--- src/shared/timer8_regs.vh ---
`ifndef TIMER8_REGS_VH
`define TIMER8_REGS_VH

// Register offsets on the plain register port
`define TMR_OFS_CONTROL_A 3'h0
`define TMR_OFS_COUNT 3'h1
`define TMR_OFS_COMPARE 3'h2
`define TMR_OFS_IRQ_MASK 3'h3
`define TMR_OFS_IRQ_FLAGS 3'h4

// timer_control_a fields
`define TMR_BIT_FORCE 7
`define TMR_BIT_WAVE_LO 6
`define TMR_BIT_COM_HI 5
`define TMR_BIT_COM_LO 4
`define TMR_BIT_WAVE_HI 3
`define TMR_BIT_CS_HI 2
`define TMR_BIT_CS_LO 0

// Mask and flag bit positions
`define TMR_BIT_COMPARE 1
`define TMR_BIT_OVERFLOW 0

// Reset values
`define TMR_RST_CONTROL_A 8'h00
`define TMR_RST_COUNT 8'h00
`define TMR_RST_COMPARE 8'h00
`define TMR_RST_IRQ_MASK 8'h00
`define TMR_RST_IRQ_FLAGS 8'h00

// Wave modes
`define TMR_WAVE_NORMAL 2'h0
`define TMR_WAVE_PC_PWM 2'h1
`define TMR_WAVE_CTC 2'h2
`define TMR_WAVE_FAST_PWM 2'h3

// Clock select codes
`define TMR_CS_STOP 3'h0
`define TMR_CS_DIV1 3'h1
`define TMR_CS_DIV8 3'h2
`define TMR_CS_DIV64 3'h3
`define TMR_CS_DIV256 3'h4
`define TMR_CS_DIV1024 3'h5
`define TMR_CS_EXT_FALL 3'h6
`define TMR_CS_EXT_RISE 3'h7

// Counter limits
`define TMR_BOTTOM 8'h00
`define TMR_MAX 8'hFF

`endif

--- src/rtl/timer8_compare_pwm_regs.v ---
`include "timer8_regs.vh"

module timer8_compare_pwm_regs #(
	parameter PRESCALE_WIDTH = 10
) (
	input wire clk_sys,
	input wire reset_n,
	input wire [2:0] reg_addr,
	input wire [7:0] reg_wdata,
	input wire reg_wr,
	input wire reg_rd,
	output reg [7:0] reg_rdata,
	input wire global_irq_en,
	input wire compare_vec_ack,
	input wire overflow_vec_ack,
	input wire ext_count_pin,
	input wire port_data_out,
	input wire port_dir_out,
	output reg wave_out_pin_o,
	output reg wave_out_pin_oe,
	output reg compare_irq_req,
	output reg overflow_irq_req
);

////////////////////////////////////////////////////////////////////////////////
// Register state
reg [7:0] control_q;
reg [7:0] count_q;
reg [7:0] compare_buf_q;
reg [7:0] compare_act_q;
reg [1:0] irq_mask_q;
reg compare_flag_q;
reg overflow_flag_q;
reg dir_down_q;
reg block_q;
reg wave_q;
reg [PRESCALE_WIDTH-1:0] prescale_q;
reg ext_s1_q;
reg ext_s2_q;
reg ext_s3_q;
reg ext_level_q;

wire [1:0] wave_mode_sel = {control_q[`TMR_BIT_WAVE_HI], control_q[`TMR_BIT_WAVE_LO]};
wire [1:0] compare_out_mode = control_q[`TMR_BIT_COM_HI:`TMR_BIT_COM_LO];
wire [2:0] clock_source_sel = control_q[`TMR_BIT_CS_HI:`TMR_BIT_CS_LO];

wire wr_control = reg_wr && (reg_addr == `TMR_OFS_CONTROL_A);
wire wr_count = reg_wr && (reg_addr == `TMR_OFS_COUNT);
wire wr_compare = reg_wr && (reg_addr == `TMR_OFS_COMPARE);
wire wr_mask = reg_wr && (reg_addr == `TMR_OFS_IRQ_MASK);
wire wr_flags = reg_wr && (reg_addr == `TMR_OFS_IRQ_FLAGS);

// PWM modes have the low mode bit set
function is_pwm;
	input [1:0] mode;
	begin
		is_pwm = (mode == `TMR_WAVE_PC_PWM) || (mode == `TMR_WAVE_FAST_PWM);
	end
endfunction

////////////////////////////////////////////////////////////////////////////////
// Prescaler and clock select
// Free running; a tap ticks when all its low bits are ones, so the first
// count after enabling may come anywhere from 1 to N system cycles later.
always @(posedge clk_sys or negedge reset_n) begin
	if (!reset_n) begin
		prescale_q <= {PRESCALE_WIDTH{1'b0}};
	end else begin
		prescale_q <= prescale_q + {{(PRESCALE_WIDTH-1){1'b0}}, 1'b1};
	end
end

// External pin: three flops; a new level counts once the second and third agree,
// so a one-cycle glitch on the pin never clocks the counter
always @(posedge clk_sys or negedge reset_n) begin
	if (!reset_n) begin
		ext_s1_q <= 1'b0;
		ext_s2_q <= 1'b0;
		ext_s3_q <= 1'b0;
		ext_level_q <= 1'b0;
	end else begin
		ext_s1_q <= ext_count_pin;
		ext_s2_q <= ext_s1_q;
		ext_s3_q <= ext_s2_q;
		if (ext_s2_q == ext_s3_q) begin
			ext_level_q <= ext_s3_q;
		end
	end
end

wire ext_agree = (ext_s2_q == ext_s3_q);
wire ext_rise = ext_agree && ext_s3_q && !ext_level_q;
wire ext_fall = ext_agree && !ext_s3_q && ext_level_q;

reg tick;
always @* begin
	case (clock_source_sel)
	`TMR_CS_STOP: tick = 1'b0;
	`TMR_CS_DIV1: tick = 1'b1;
	`TMR_CS_DIV8: tick = &prescale_q[2:0];
	`TMR_CS_DIV64: tick = &prescale_q[5:0];
	`TMR_CS_DIV256: tick = &prescale_q[7:0];
	`TMR_CS_DIV1024: tick = &prescale_q[9:0];
	`TMR_CS_EXT_FALL: tick = ext_fall;
	`TMR_CS_EXT_RISE: tick = ext_rise;
	default: tick = 1'b0;
	endcase
end

////////////////////////////////////////////////////////////////////////////////
// Count sequence
wire at_max = (count_q == `TMR_MAX);
wire at_bottom = (count_q == `TMR_BOTTOM);
wire raw_match = (count_q == compare_act_q);
wire match = tick && raw_match && !block_q;
wire pwm_mode = is_pwm(wave_mode_sel);
wire top_ignore = pwm_mode && compare_out_mode[1] && (compare_act_q == `TMR_MAX);
// At bottom the phase-correct counter is turning upward
wire pc_down = dir_down_q && !at_bottom;

reg [7:0] count_d;
reg dir_down_d;
reg overflow_evt;
reg at_top_tick;
always @* begin
	count_d = count_q;
	dir_down_d = dir_down_q;
	overflow_evt = 1'b0;
	at_top_tick = 1'b0;
	if (tick) begin
		case (wave_mode_sel)
		`TMR_WAVE_NORMAL: begin
			count_d = count_q + 8'h01;
			overflow_evt = at_max;
		end
		`TMR_WAVE_CTC: begin
			// Clearing uses the raw compare, so a forced strobe cannot clear
			count_d = raw_match ? `TMR_BOTTOM : count_q + 8'h01;
			overflow_evt = at_max;
		end
		`TMR_WAVE_FAST_PWM: begin
			count_d = count_q + 8'h01;
			overflow_evt = at_max;
			at_top_tick = at_max;
		end
		`TMR_WAVE_PC_PWM: begin
			if (!dir_down_q) begin
				if (at_max) begin
					dir_down_d = 1'b1;
					count_d = count_q - 8'h01;
					at_top_tick = 1'b1;
				end else begin
					count_d = count_q + 8'h01;
				end
			end else begin
				if (at_bottom) begin
					dir_down_d = 1'b0;
					count_d = count_q + 8'h01;
					overflow_evt = 1'b1;
				end else begin
					count_d = count_q - 8'h01;
				end
			end
		end
		default: count_d = count_q;
		endcase
	end
end

always @(posedge clk_sys or negedge reset_n) begin
	if (!reset_n) begin
		count_q <= `TMR_RST_COUNT;
		dir_down_q <= 1'b0;
		block_q <= 1'b0;
	end else begin
		if (wr_count) begin
			count_q <= reg_wdata;
			block_q <= 1'b1;
		end else begin
			count_q <= count_d;
			if (tick) begin
				block_q <= 1'b0;
			end
		end
		dir_down_q <= pwm_mode && (wave_mode_sel == `TMR_WAVE_PC_PWM) ? dir_down_d : 1'b0;
	end
end

////////////////////////////////////////////////////////////////////////////////
// Compare register, double buffered in PWM modes
always @(posedge clk_sys or negedge reset_n) begin
	if (!reset_n) begin
		compare_buf_q <= `TMR_RST_COMPARE;
		compare_act_q <= `TMR_RST_COMPARE;
	end else begin
		if (wr_compare) begin
			compare_buf_q <= reg_wdata;
		end
		// Updating only at TOP keeps PWM pulses glitch free
		if (!pwm_mode) begin
			compare_act_q <= wr_compare ? reg_wdata : compare_buf_q;
		end else if (at_top_tick) begin
			compare_act_q <= compare_buf_q;
		end
	end
end

////////////////////////////////////////////////////////////////////////////////
// Waveform unit
wire force_hit = wr_control && reg_wdata[`TMR_BIT_FORCE] && !pwm_mode;
reg wave_d;
always @* begin
	wave_d = wave_q;
	if (!pwm_mode) begin
		// The forced match uses the output mode already stored
		if (match || force_hit) begin
			case (compare_out_mode)
			2'h1: wave_d = !wave_q;
			2'h2: wave_d = 1'b0;
			2'h3: wave_d = 1'b1;
			default: wave_d = wave_q;
			endcase
		end
	end else if (wave_mode_sel == `TMR_WAVE_FAST_PWM) begin
		if (compare_out_mode[1]) begin
			if (at_top_tick) begin
				wave_d = !compare_out_mode[0];
			end else if (match && !top_ignore) begin
				wave_d = compare_out_mode[0];
			end
		end else if (compare_out_mode == 2'h1 && match) begin
			wave_d = !wave_q;
		end
	end else begin
		if (compare_out_mode[1]) begin
			if (top_ignore) begin
				if (at_top_tick) begin
					wave_d = !compare_out_mode[0];
				end
			end else if (match) begin
				wave_d = pc_down ? !compare_out_mode[0] : compare_out_mode[0];
			end
		end
	end
end

always @(posedge clk_sys or negedge reset_n) begin
	if (!reset_n) begin
		wave_q <= 1'b0;
		wave_out_pin_o <= 1'b0;
		wave_out_pin_oe <= 1'b0;
	end else begin
		wave_q <= wave_d;
		// Direction bit still gates the driver when the wave owns the pin
		wave_out_pin_o <= (compare_out_mode != 2'h0) ? wave_q : port_data_out;
		wave_out_pin_oe <= port_dir_out;
	end
end

////////////////////////////////////////////////////////////////////////////////
// Control, mask and flags
always @(posedge clk_sys or negedge reset_n) begin
	if (!reset_n) begin
		control_q <= `TMR_RST_CONTROL_A;
		irq_mask_q <= 2'h0;
		compare_flag_q <= 1'b0;
		overflow_flag_q <= 1'b0;
	end else begin
		if (wr_control) begin
			// Strobe bit is never stored
			control_q <= {1'b0, reg_wdata[6:0]};
		end
		if (wr_mask) begin
			irq_mask_q <= {reg_wdata[`TMR_BIT_COMPARE], reg_wdata[`TMR_BIT_OVERFLOW]};
		end
		// Hardware set wins over a clear in the same cycle; force_hit never sets
		if (match) begin
			compare_flag_q <= 1'b1;
		end else if (compare_vec_ack || (wr_flags && reg_wdata[`TMR_BIT_COMPARE])) begin
			compare_flag_q <= 1'b0;
		end
		if (overflow_evt) begin
			overflow_flag_q <= 1'b1;
		end else if (overflow_vec_ack || (wr_flags && reg_wdata[`TMR_BIT_OVERFLOW])) begin
			overflow_flag_q <= 1'b0;
		end
	end
end

always @(posedge clk_sys or negedge reset_n) begin
	if (!reset_n) begin
		compare_irq_req <= 1'b0;
		overflow_irq_req <= 1'b0;
	end else begin
		compare_irq_req <= irq_mask_q[1] && global_irq_en && compare_flag_q;
		overflow_irq_req <= irq_mask_q[0] && global_irq_en && overflow_flag_q;
	end
end

////////////////////////////////////////////////////////////////////////////////
// Read port
reg [7:0] rdata_d;
always @* begin
	case (reg_addr)
	`TMR_OFS_CONTROL_A: rdata_d = {1'b0, control_q[6:0]};
	`TMR_OFS_COUNT: rdata_d = count_q;
	`TMR_OFS_COMPARE: rdata_d = compare_buf_q;
	`TMR_OFS_IRQ_MASK: rdata_d = {6'h00, irq_mask_q};
	`TMR_OFS_IRQ_FLAGS: rdata_d = {6'h00, compare_flag_q, overflow_flag_q};
	default: rdata_d = 8'h00;
	endcase
end

always @(posedge clk_sys or negedge reset_n) begin
	if (!reset_n) begin
		reg_rdata <= 8'h00;
	end else begin
		reg_rdata <= reg_rd ? rdata_d : 8'h00;
	end
end

endmodule

--- config.mk ---
export PLATFORM = sky130hd
export DESIGN_NAME = timer8_compare_pwm_regs
export DESIGN_NICKNAME = d
export VERILOG_FILES = /design/src/rtl/timer8_compare_pwm_regs.v
export VERILOG_INCLUDE_DIRS = /design/src /design/src/shared
export SDC_FILE = /design/constraint.sdc
export NUM_CORES = 1
export LEC_CHECK = 0
export BUFFER_PORTS_ARGS = -buffer_cell sky130_fd_sc_hd__buf_2
export CELL_PAD_IN_SITES_DETAIL_PLACEMENT = 1
export CELL_PAD_IN_SITES_GLOBAL_PLACEMENT = 1
export CORE_MARGIN = 2
export CORE_UTILIZATION = 46
export DETAILED_ROUTE_END_ITERATION = 12
export PLACE_DENSITY = 0.79
export SLEW_MARGIN = 20
export SYNTH_ARGS = -nofsm -noshare
export SYNTH_HDL_FRONTEND = slang
export SYNTH_SLANG_ARGS = --single-unit
--- constraint.sdc ---
create_clock -name clk_sys -period 2.9 [get_ports clk_sys]
set_input_delay 0.145 -clock clk_sys [delete_from_list [all_inputs] [get_ports clk_sys]]
set_output_delay 0.145 -clock clk_sys [all_outputs]
set_load 0.02 [all_outputs]
# Word level (Yosys, flattened, before mapping)
# Index checks and enable logic that the tools add are counted.
[totals]
inputBits = 21
word_cells = 153
reg_bits = 64
[op_classes]
eq_ne = 29
n_reduce_logical = 55
addsub = 3
muxes = 46
[op_table]
columns = ["op", "count"]
rows = [
  ["8-bit two-way mux", 10],
  ["8-bit case mux with 5 select lines", 1],
  ["1-bit two-way mux", 30],
  ["1-bit logical AND", 25],
  ["8-bit case mux with 3 select lines", 1],
  ["8-bit == test, second input constant", 2],
  ["3-bit == test, second input constant", 5],
  ["3-bit by 2-bit == test with 1-bit output, second input constant", 4],
  ["10-bit by 1-bit adder with 10-bit output, second input constant", 1],
  ["10-bit AND reduction", 1],
  ["2-bit nonzero test", 5],
  ["8-bit by 1-bit adder with 8-bit output, second input constant", 1],
  ["2-bit == test, second input constant", 4],
  ["8-bit == test", 1],
  ["1-bit zero test", 8],
  ["8-bit zero test", 1],
  ["4-bit by 2-bit != test with 1-bit output, second input constant", 2],
  ["1-bit case mux with 8 select lines", 1],
  ["8-bit AND reduction", 1],
  ["8-bit by 1-bit subtractor with 8-bit output, second input constant", 1],
  ["7-bit AND reduction", 1],
  ["3-bit by 1-bit == test with 1-bit output, second input constant", 2],
  ["3-bit zero test", 2],
  ["2-bit by 1-bit != test with 1-bit output, second input constant", 3],
  ["other kinds (14)", 20],
]

# Depth between registers and ports, before layout
[depth]
ltp_word = 12
depth_mapped = 10

# Least setup slack after synthesis
# No wires, ideal clock.
[synth_path]
path_kind = "reg-to-reg"
from = "reg count_q[0]"
to = "reg count_q[1]"
slack_ns = 0.775
arrival_ns = 2.039
setup_time_ns = 0.087
t_required_ns = 2.813
stages_incl_launch_ff = 9
path_cell_list = "dfrtp_1 clkbuf_1 inv_1 ha_1 nor3b_1 a211oi_1 nand2_1 mux2_4 a211oi_2"
[synth_via]
elab_chain_len = 6
word_cells_on_any_way = 12
classes_between = "add/sub (2); eq/ne (2); mux (7); reduce/logical (1)"
[synth_rtl]
columns = ["element", "line_no", "text"]
rows = [
  ["start: declaration", "timer8_compare_pwm_regs.v:28", "reg [7:0] count_q;"],
  ["start signal: assignment", "timer8_compare_pwm_regs.v:172", "count_q <= `TMR_RST_COUNT;"],
  ["start signal: assignment", "timer8_compare_pwm_regs.v:177", "count_q <= reg_wdata;"],
  ["start signal: assignment", "timer8_compare_pwm_regs.v:180", "count_q <= count_d;"],
  ["8-bit by 1-bit adder with 8-bit output (tied with other cells)", "--", ""],
  ["8-bit two-way mux (on tied branches)", "timer8_compare_pwm_regs.v:148, timer8_compare_pwm_regs.v:156", ""],
  ["8-bit two-way mux", "timer8_compare_pwm_regs.v:147", "if (!dir_down_q) begin"],
  ["8-bit case mux with 3 select lines *", "timer8_compare_pwm_regs.v:131", "case (wave_mode_sel)"],
  ["8-bit two-way mux *", "timer8_compare_pwm_regs.v:130", "if (tick) begin"],
  ["8-bit two-way mux *", "timer8_compare_pwm_regs.v:176", "if (wr_count) begin"],
]
# Mark *: on every way between the ends. The rest lies on a longest branch, timed or not. The select of a mux whose other input is x is not followed.
# A chain may end at the register's enable or synchronous reset.

# Final worst setup path
[layout_path]
from = "reg count_q[2]"
to = "reg count_q[2]"
# The elaborated chain is that of the path after synthesis.

==> impl_metrics.csv <==
group,metric,value,unit
pwr,p_per_area,847.1,mW/mm^2
outcome,status,"finished clean",
hold_path,hold_path.class,"in -> reg",
place,numPortBuffers,32,
grt,grt_max_degree,43,
synth,synth_edf_count,0,
synth,synthTopCellsByArea,"dfrtp_1, mux2i_1, ha_1",
routing,drt_iter0_drc,248,
timing,drv_slew,0,
routing,via_per_inst,6.039,
critical_path,endpoint,"count_q[2]",
critical_path,rr_startpoint,"count_q[2]",
pwr,ir_drop,0.0005250,V
clock_network,path_clk_slew,0.08,ns
critical_path,cp_top_family,"compound AO/OA/AOI/OAI gates",
synth,ys_warn_count,0,
grt,grt_pass1_vias,3409,
flow_run,drv_cap,0,
place,placed_cells,512,
pwr,swShare,38.31,%
critical_path,slowest_stage,"nor4_1",
critical_path,crit_chain,"nor4_1 > a211oi_1 > nand2_1 > o221ai_1 > a221oi_1 > o21ai_1",
clock_network,post_cts_buffers,0,
routing,post_drt_wl_per_cell,20.60,um
layout,fin_area,0.004297,sq mm
layout,final_nets,459,
synth,synthSimpleGateAreaFrac,19.98,%
synth,synth-async-reset-ratio,100.0,%
die,rows,32,
clock_network,cts_buffer_depth,2,
place,gp_congestion,0.8575,
timing,setup_viol,0,
synth,synth_area,0.003732,sq mm
place,dp_hpwl,7737,um
grt,antenna_found_initial,0,
die,core,0.007807,sq mm
grt,overflow,0,
critical_path,crit_required,3.13,ns
routing,drt_wl_total,10960,um
critical_path,cp.arrival,2.66,ns
pwr,p_int,2.245,mW
layout,final-instance-count-excl-fill,532,
synth,synth_top_family_by_area,"simple AND/OR/NAND/NOR gates",
synth,synth_adder_area_share,4.358,%
clock_network,cts_tree,"done",
timing,max-slew-margin-rel,58.71,%
routing,ant_nets,0,
routing,met3WireLength,593,um
critical_path,cp_num_cells,6,
synth,synthesis.nets,423,
critical_path,path_max_fanout,7,
layout,area_delta_synth_final,15.12,%
timing,max_freq,410.8,MHz
synth,synthDistinctLibCells,60,
layout,drive_gt1_share,21.16,%
critical_path,reg2reg_setup_slack,0.47,ns
place,place_area,0.004004,sq mm
routing,wl_met1,4662,um
timing,fin_skew,0.009423,ns
critical_path,reg2reg_to,"count_q[2]",
routing,num_vias,3213,
synth,seq_area_frac_synth,42.91,%
synth,ys_ff_latch,64,
grt,grt_pass1_wl,18240,um
timing,final_hold_viol_count,0,
synth,yosysTopAreaCellShare,42.91,%
routing,wl_met2,5507,um
critical_path,worst-path-buf-inv,0,
die,pin_count,33,
synth,synthXorXnorAreaFrac,5.632,%
timing,period_minus_slack,2.434,ns
clock_network,clockRootBuffer,"clkbuf_8",
synth,synth_compound_area_share,13.81,%
clock_network,cts.sinks,64,
pwr,netSwitchingPower,1.394,mW
timing,period_share,83.93,%
routing,drc,0,
routing,dr.max_layer_used,"met4",
synth,syn_inst,389,
pwr,p_comb_share,36.5,%
synth,syn_avg_cell_area,9.595,sq um
synth,synth.area.mux_share,8.850,%
layout,antenna_cells,0,
pwr,pwr-share-clk,27.0,%
die,start_util,47.80,%
die,dieArea,0.008850,sq mm
timing,max_slew.worst_pin.slew,0.6136,ns
routing,dr.pass1.iters,4,
pwr,p_leak,1.970,nW
die,dieHeight,94.08,um
pwr,p_seq_share,36.5,%
die,die_w,94.08,um
grt,track_usage,27.31,%
clock_network,worstSkewPairLatency,0.36,ns
critical_path,crit_type,"reg -> reg",
critical_path,critPathMaxStageDelay,0.57,ns
synth,synth_top_cell_by_area,"dfrtp_1",
critical_path,cp-start-kind,"flop",
critical_path,end_kind,"flop",
clock_network,cts_inserted_buffers,9,
clock_network,h-tree-depth,3,
timing,setup_tns,0,ns
critical_path,rr_worst_depth,6,
critical_path,startpoint,"count_q[2]",
synth,synth_flop_cell,"dfrtp_1",
timing,rsz0062_at_grt,"false",
-- per-stage QoR --
| step | power [mW] | hold WS [ns] | util (%) | setup WS [ns] |
|---|---|---|---|---|
| 3_5_place_dp | 2.615 | 0.1777 | 51.28 | 0.5553 |
| 4_1_cts | 3.634 | 0.04458 | 55.03 | 0.4810 |
| 2_1_floorplan | 2.208 | -0.1506 | - | 0.7745 |
| 5_1_grt | 3.842 | 0.06790 | 55.03 | 0.2740 |
| 3_3_place_gp | 2.543 | 0.1655 | 51.28 | 0.5864 |
| 6_report | 3.640 | 0.05263 | 55.03 | 0.4659 |
-- cells in the mapped netlist (2+ instances only) --
master	instances
inv_1	16
o221a_2	3
dfrtp_1	64
nor2_1	33
buf_1	2
a21boi_0	2
and4_1	2
and2_1	3
nor4_1	3
nor3b_1	2
a21oi_1	10
xnor2_1	17
clkbuf_1	15
mux2_2	12
and3_1	8
o311ai_0	3
nor3_1	10
a211oi_1	3
nand4b_1	2
o21ai_0	26
mux2i_1	18
nor2b_1	5
a211oi_2	2
nor3_2	4
a31oi_1	4
nand2_1	32
buf_6	2
o2111ai_1	2
nand3_1	21
nand4_1	9
xor2_1	7
nand3b_1	2
buf_2	4
ha_1	13
nand2b_1	2
o221ai_1	2
-- sequential cells by signal (all words and copies together), names as in the netlist, 2 cells and up --
| register | flops |
|---|---|
| compare_act_q | 8 |
| compare_buf_q | 8 |
| control_q | 7 |
| count_q | 8 |
| irq_mask_q | 2 |
| prescale_q | 10 |
| reg_rdata | 8 |
-- cell usage in the layout (no fill, tap or decap), drive strengths merged, types with 3 or more instances in the layout --
cell type / synthesis / routed
nand2: 32 / 32
xor2: 7 / 7
inv: 16 / 17
bufinv: 0 / 3
a31oi: 4 / 4
nor4: 3 / 3
xnor2: 17 / 17
nor2b: 5 / 5
a211oi: 5 / 5
dlygate4sd3: 0 / 4
a21oi: 10 / 10
mux2: 13 / 13
nor2: 33 / 33
dfrtp: 64 / 64
buf: 8 / 44
nand4: 9 / 9
o311ai: 3 / 3
o21ai: 28 / 28
and2: 3 / 3
nor3: 14 / 14
and3: 8 / 8
nand3: 21 / 21
clkbuf: 15 / 10
mux2i: 18 / 18
ha: 13 / 13
o221a: 3 / 3
-- per-layer routing --
metal,track usage (%),vias to the layer above
met4,8.816,0
met5,0,-
met3,4.494,20
met2,46.01,86
li1,-,1466
met1,35.88,1641
-- cell type report --
type / instances / area, sq um
Clock buffer: 10 / 137.6
Clock inverter: 6 / 115.1
Fill cell: 907 / 3511
Inverter: 16 / 60.06
Multi-Input combinational cell: 286 / 1964
Sequential cell: 64 / 1602
Tap cell: 102 / 127.6
Timing Repair Buffer: 48 / 290.3
-- worst min path at each step --
stage / start / endpoint / slack (ns) / cells past startpoint
2_1_floorplan: reset_n / block_q / -0.15 / 0
3_3_place_gp: reset_n / prescale_q[4] / 0.17 / 1
3_5_place_dp: reset_n / prescale_q[5] / 0.18 / 1
4_1_cts: reg_rd / reg_rdata[0] / 0.04 / 2
5_1_grt: reg_rd / reg_rdata[1] / 0.07 / 2
6_report: reg_rd / reg_rdata[1] / 0.05 / 2
-- power by group through the flow --
| stage | registers, mW | logic, mW | clock network [mW] |
|---|---|---|---|
| floorplan | 1.22 | 0.986 | 0 |
| global placement | 1.31 | 1.23 | 0 |
| detailed placement | 1.33 | 1.28 | 0 |
| CTS | 1.32 | 1.32 | 0.994 |
| global route | 1.36 | 1.46 | 1.03 |
| finish | 1.33 | 1.33 | 0.984 |
-- kinds of logic after synthesis --
group | Yosys count
buffers and inverters | 39
xor gates and xnor gates | 24
muxes | 31
and+or+nand+nor | 144
adders and majority gates | 13
AOI/OAI and AO/OA | 74
DFF | 64
-- timing repair --
action | in CTS | in global routing
hold endpoints to repair | 25 | 0
setup endpoints to repair | 0 | 0
gates resized for setup | 0 | 0
hold buffers | 4 | 0
No activity file was read; power rests on OpenSTA's default activity.
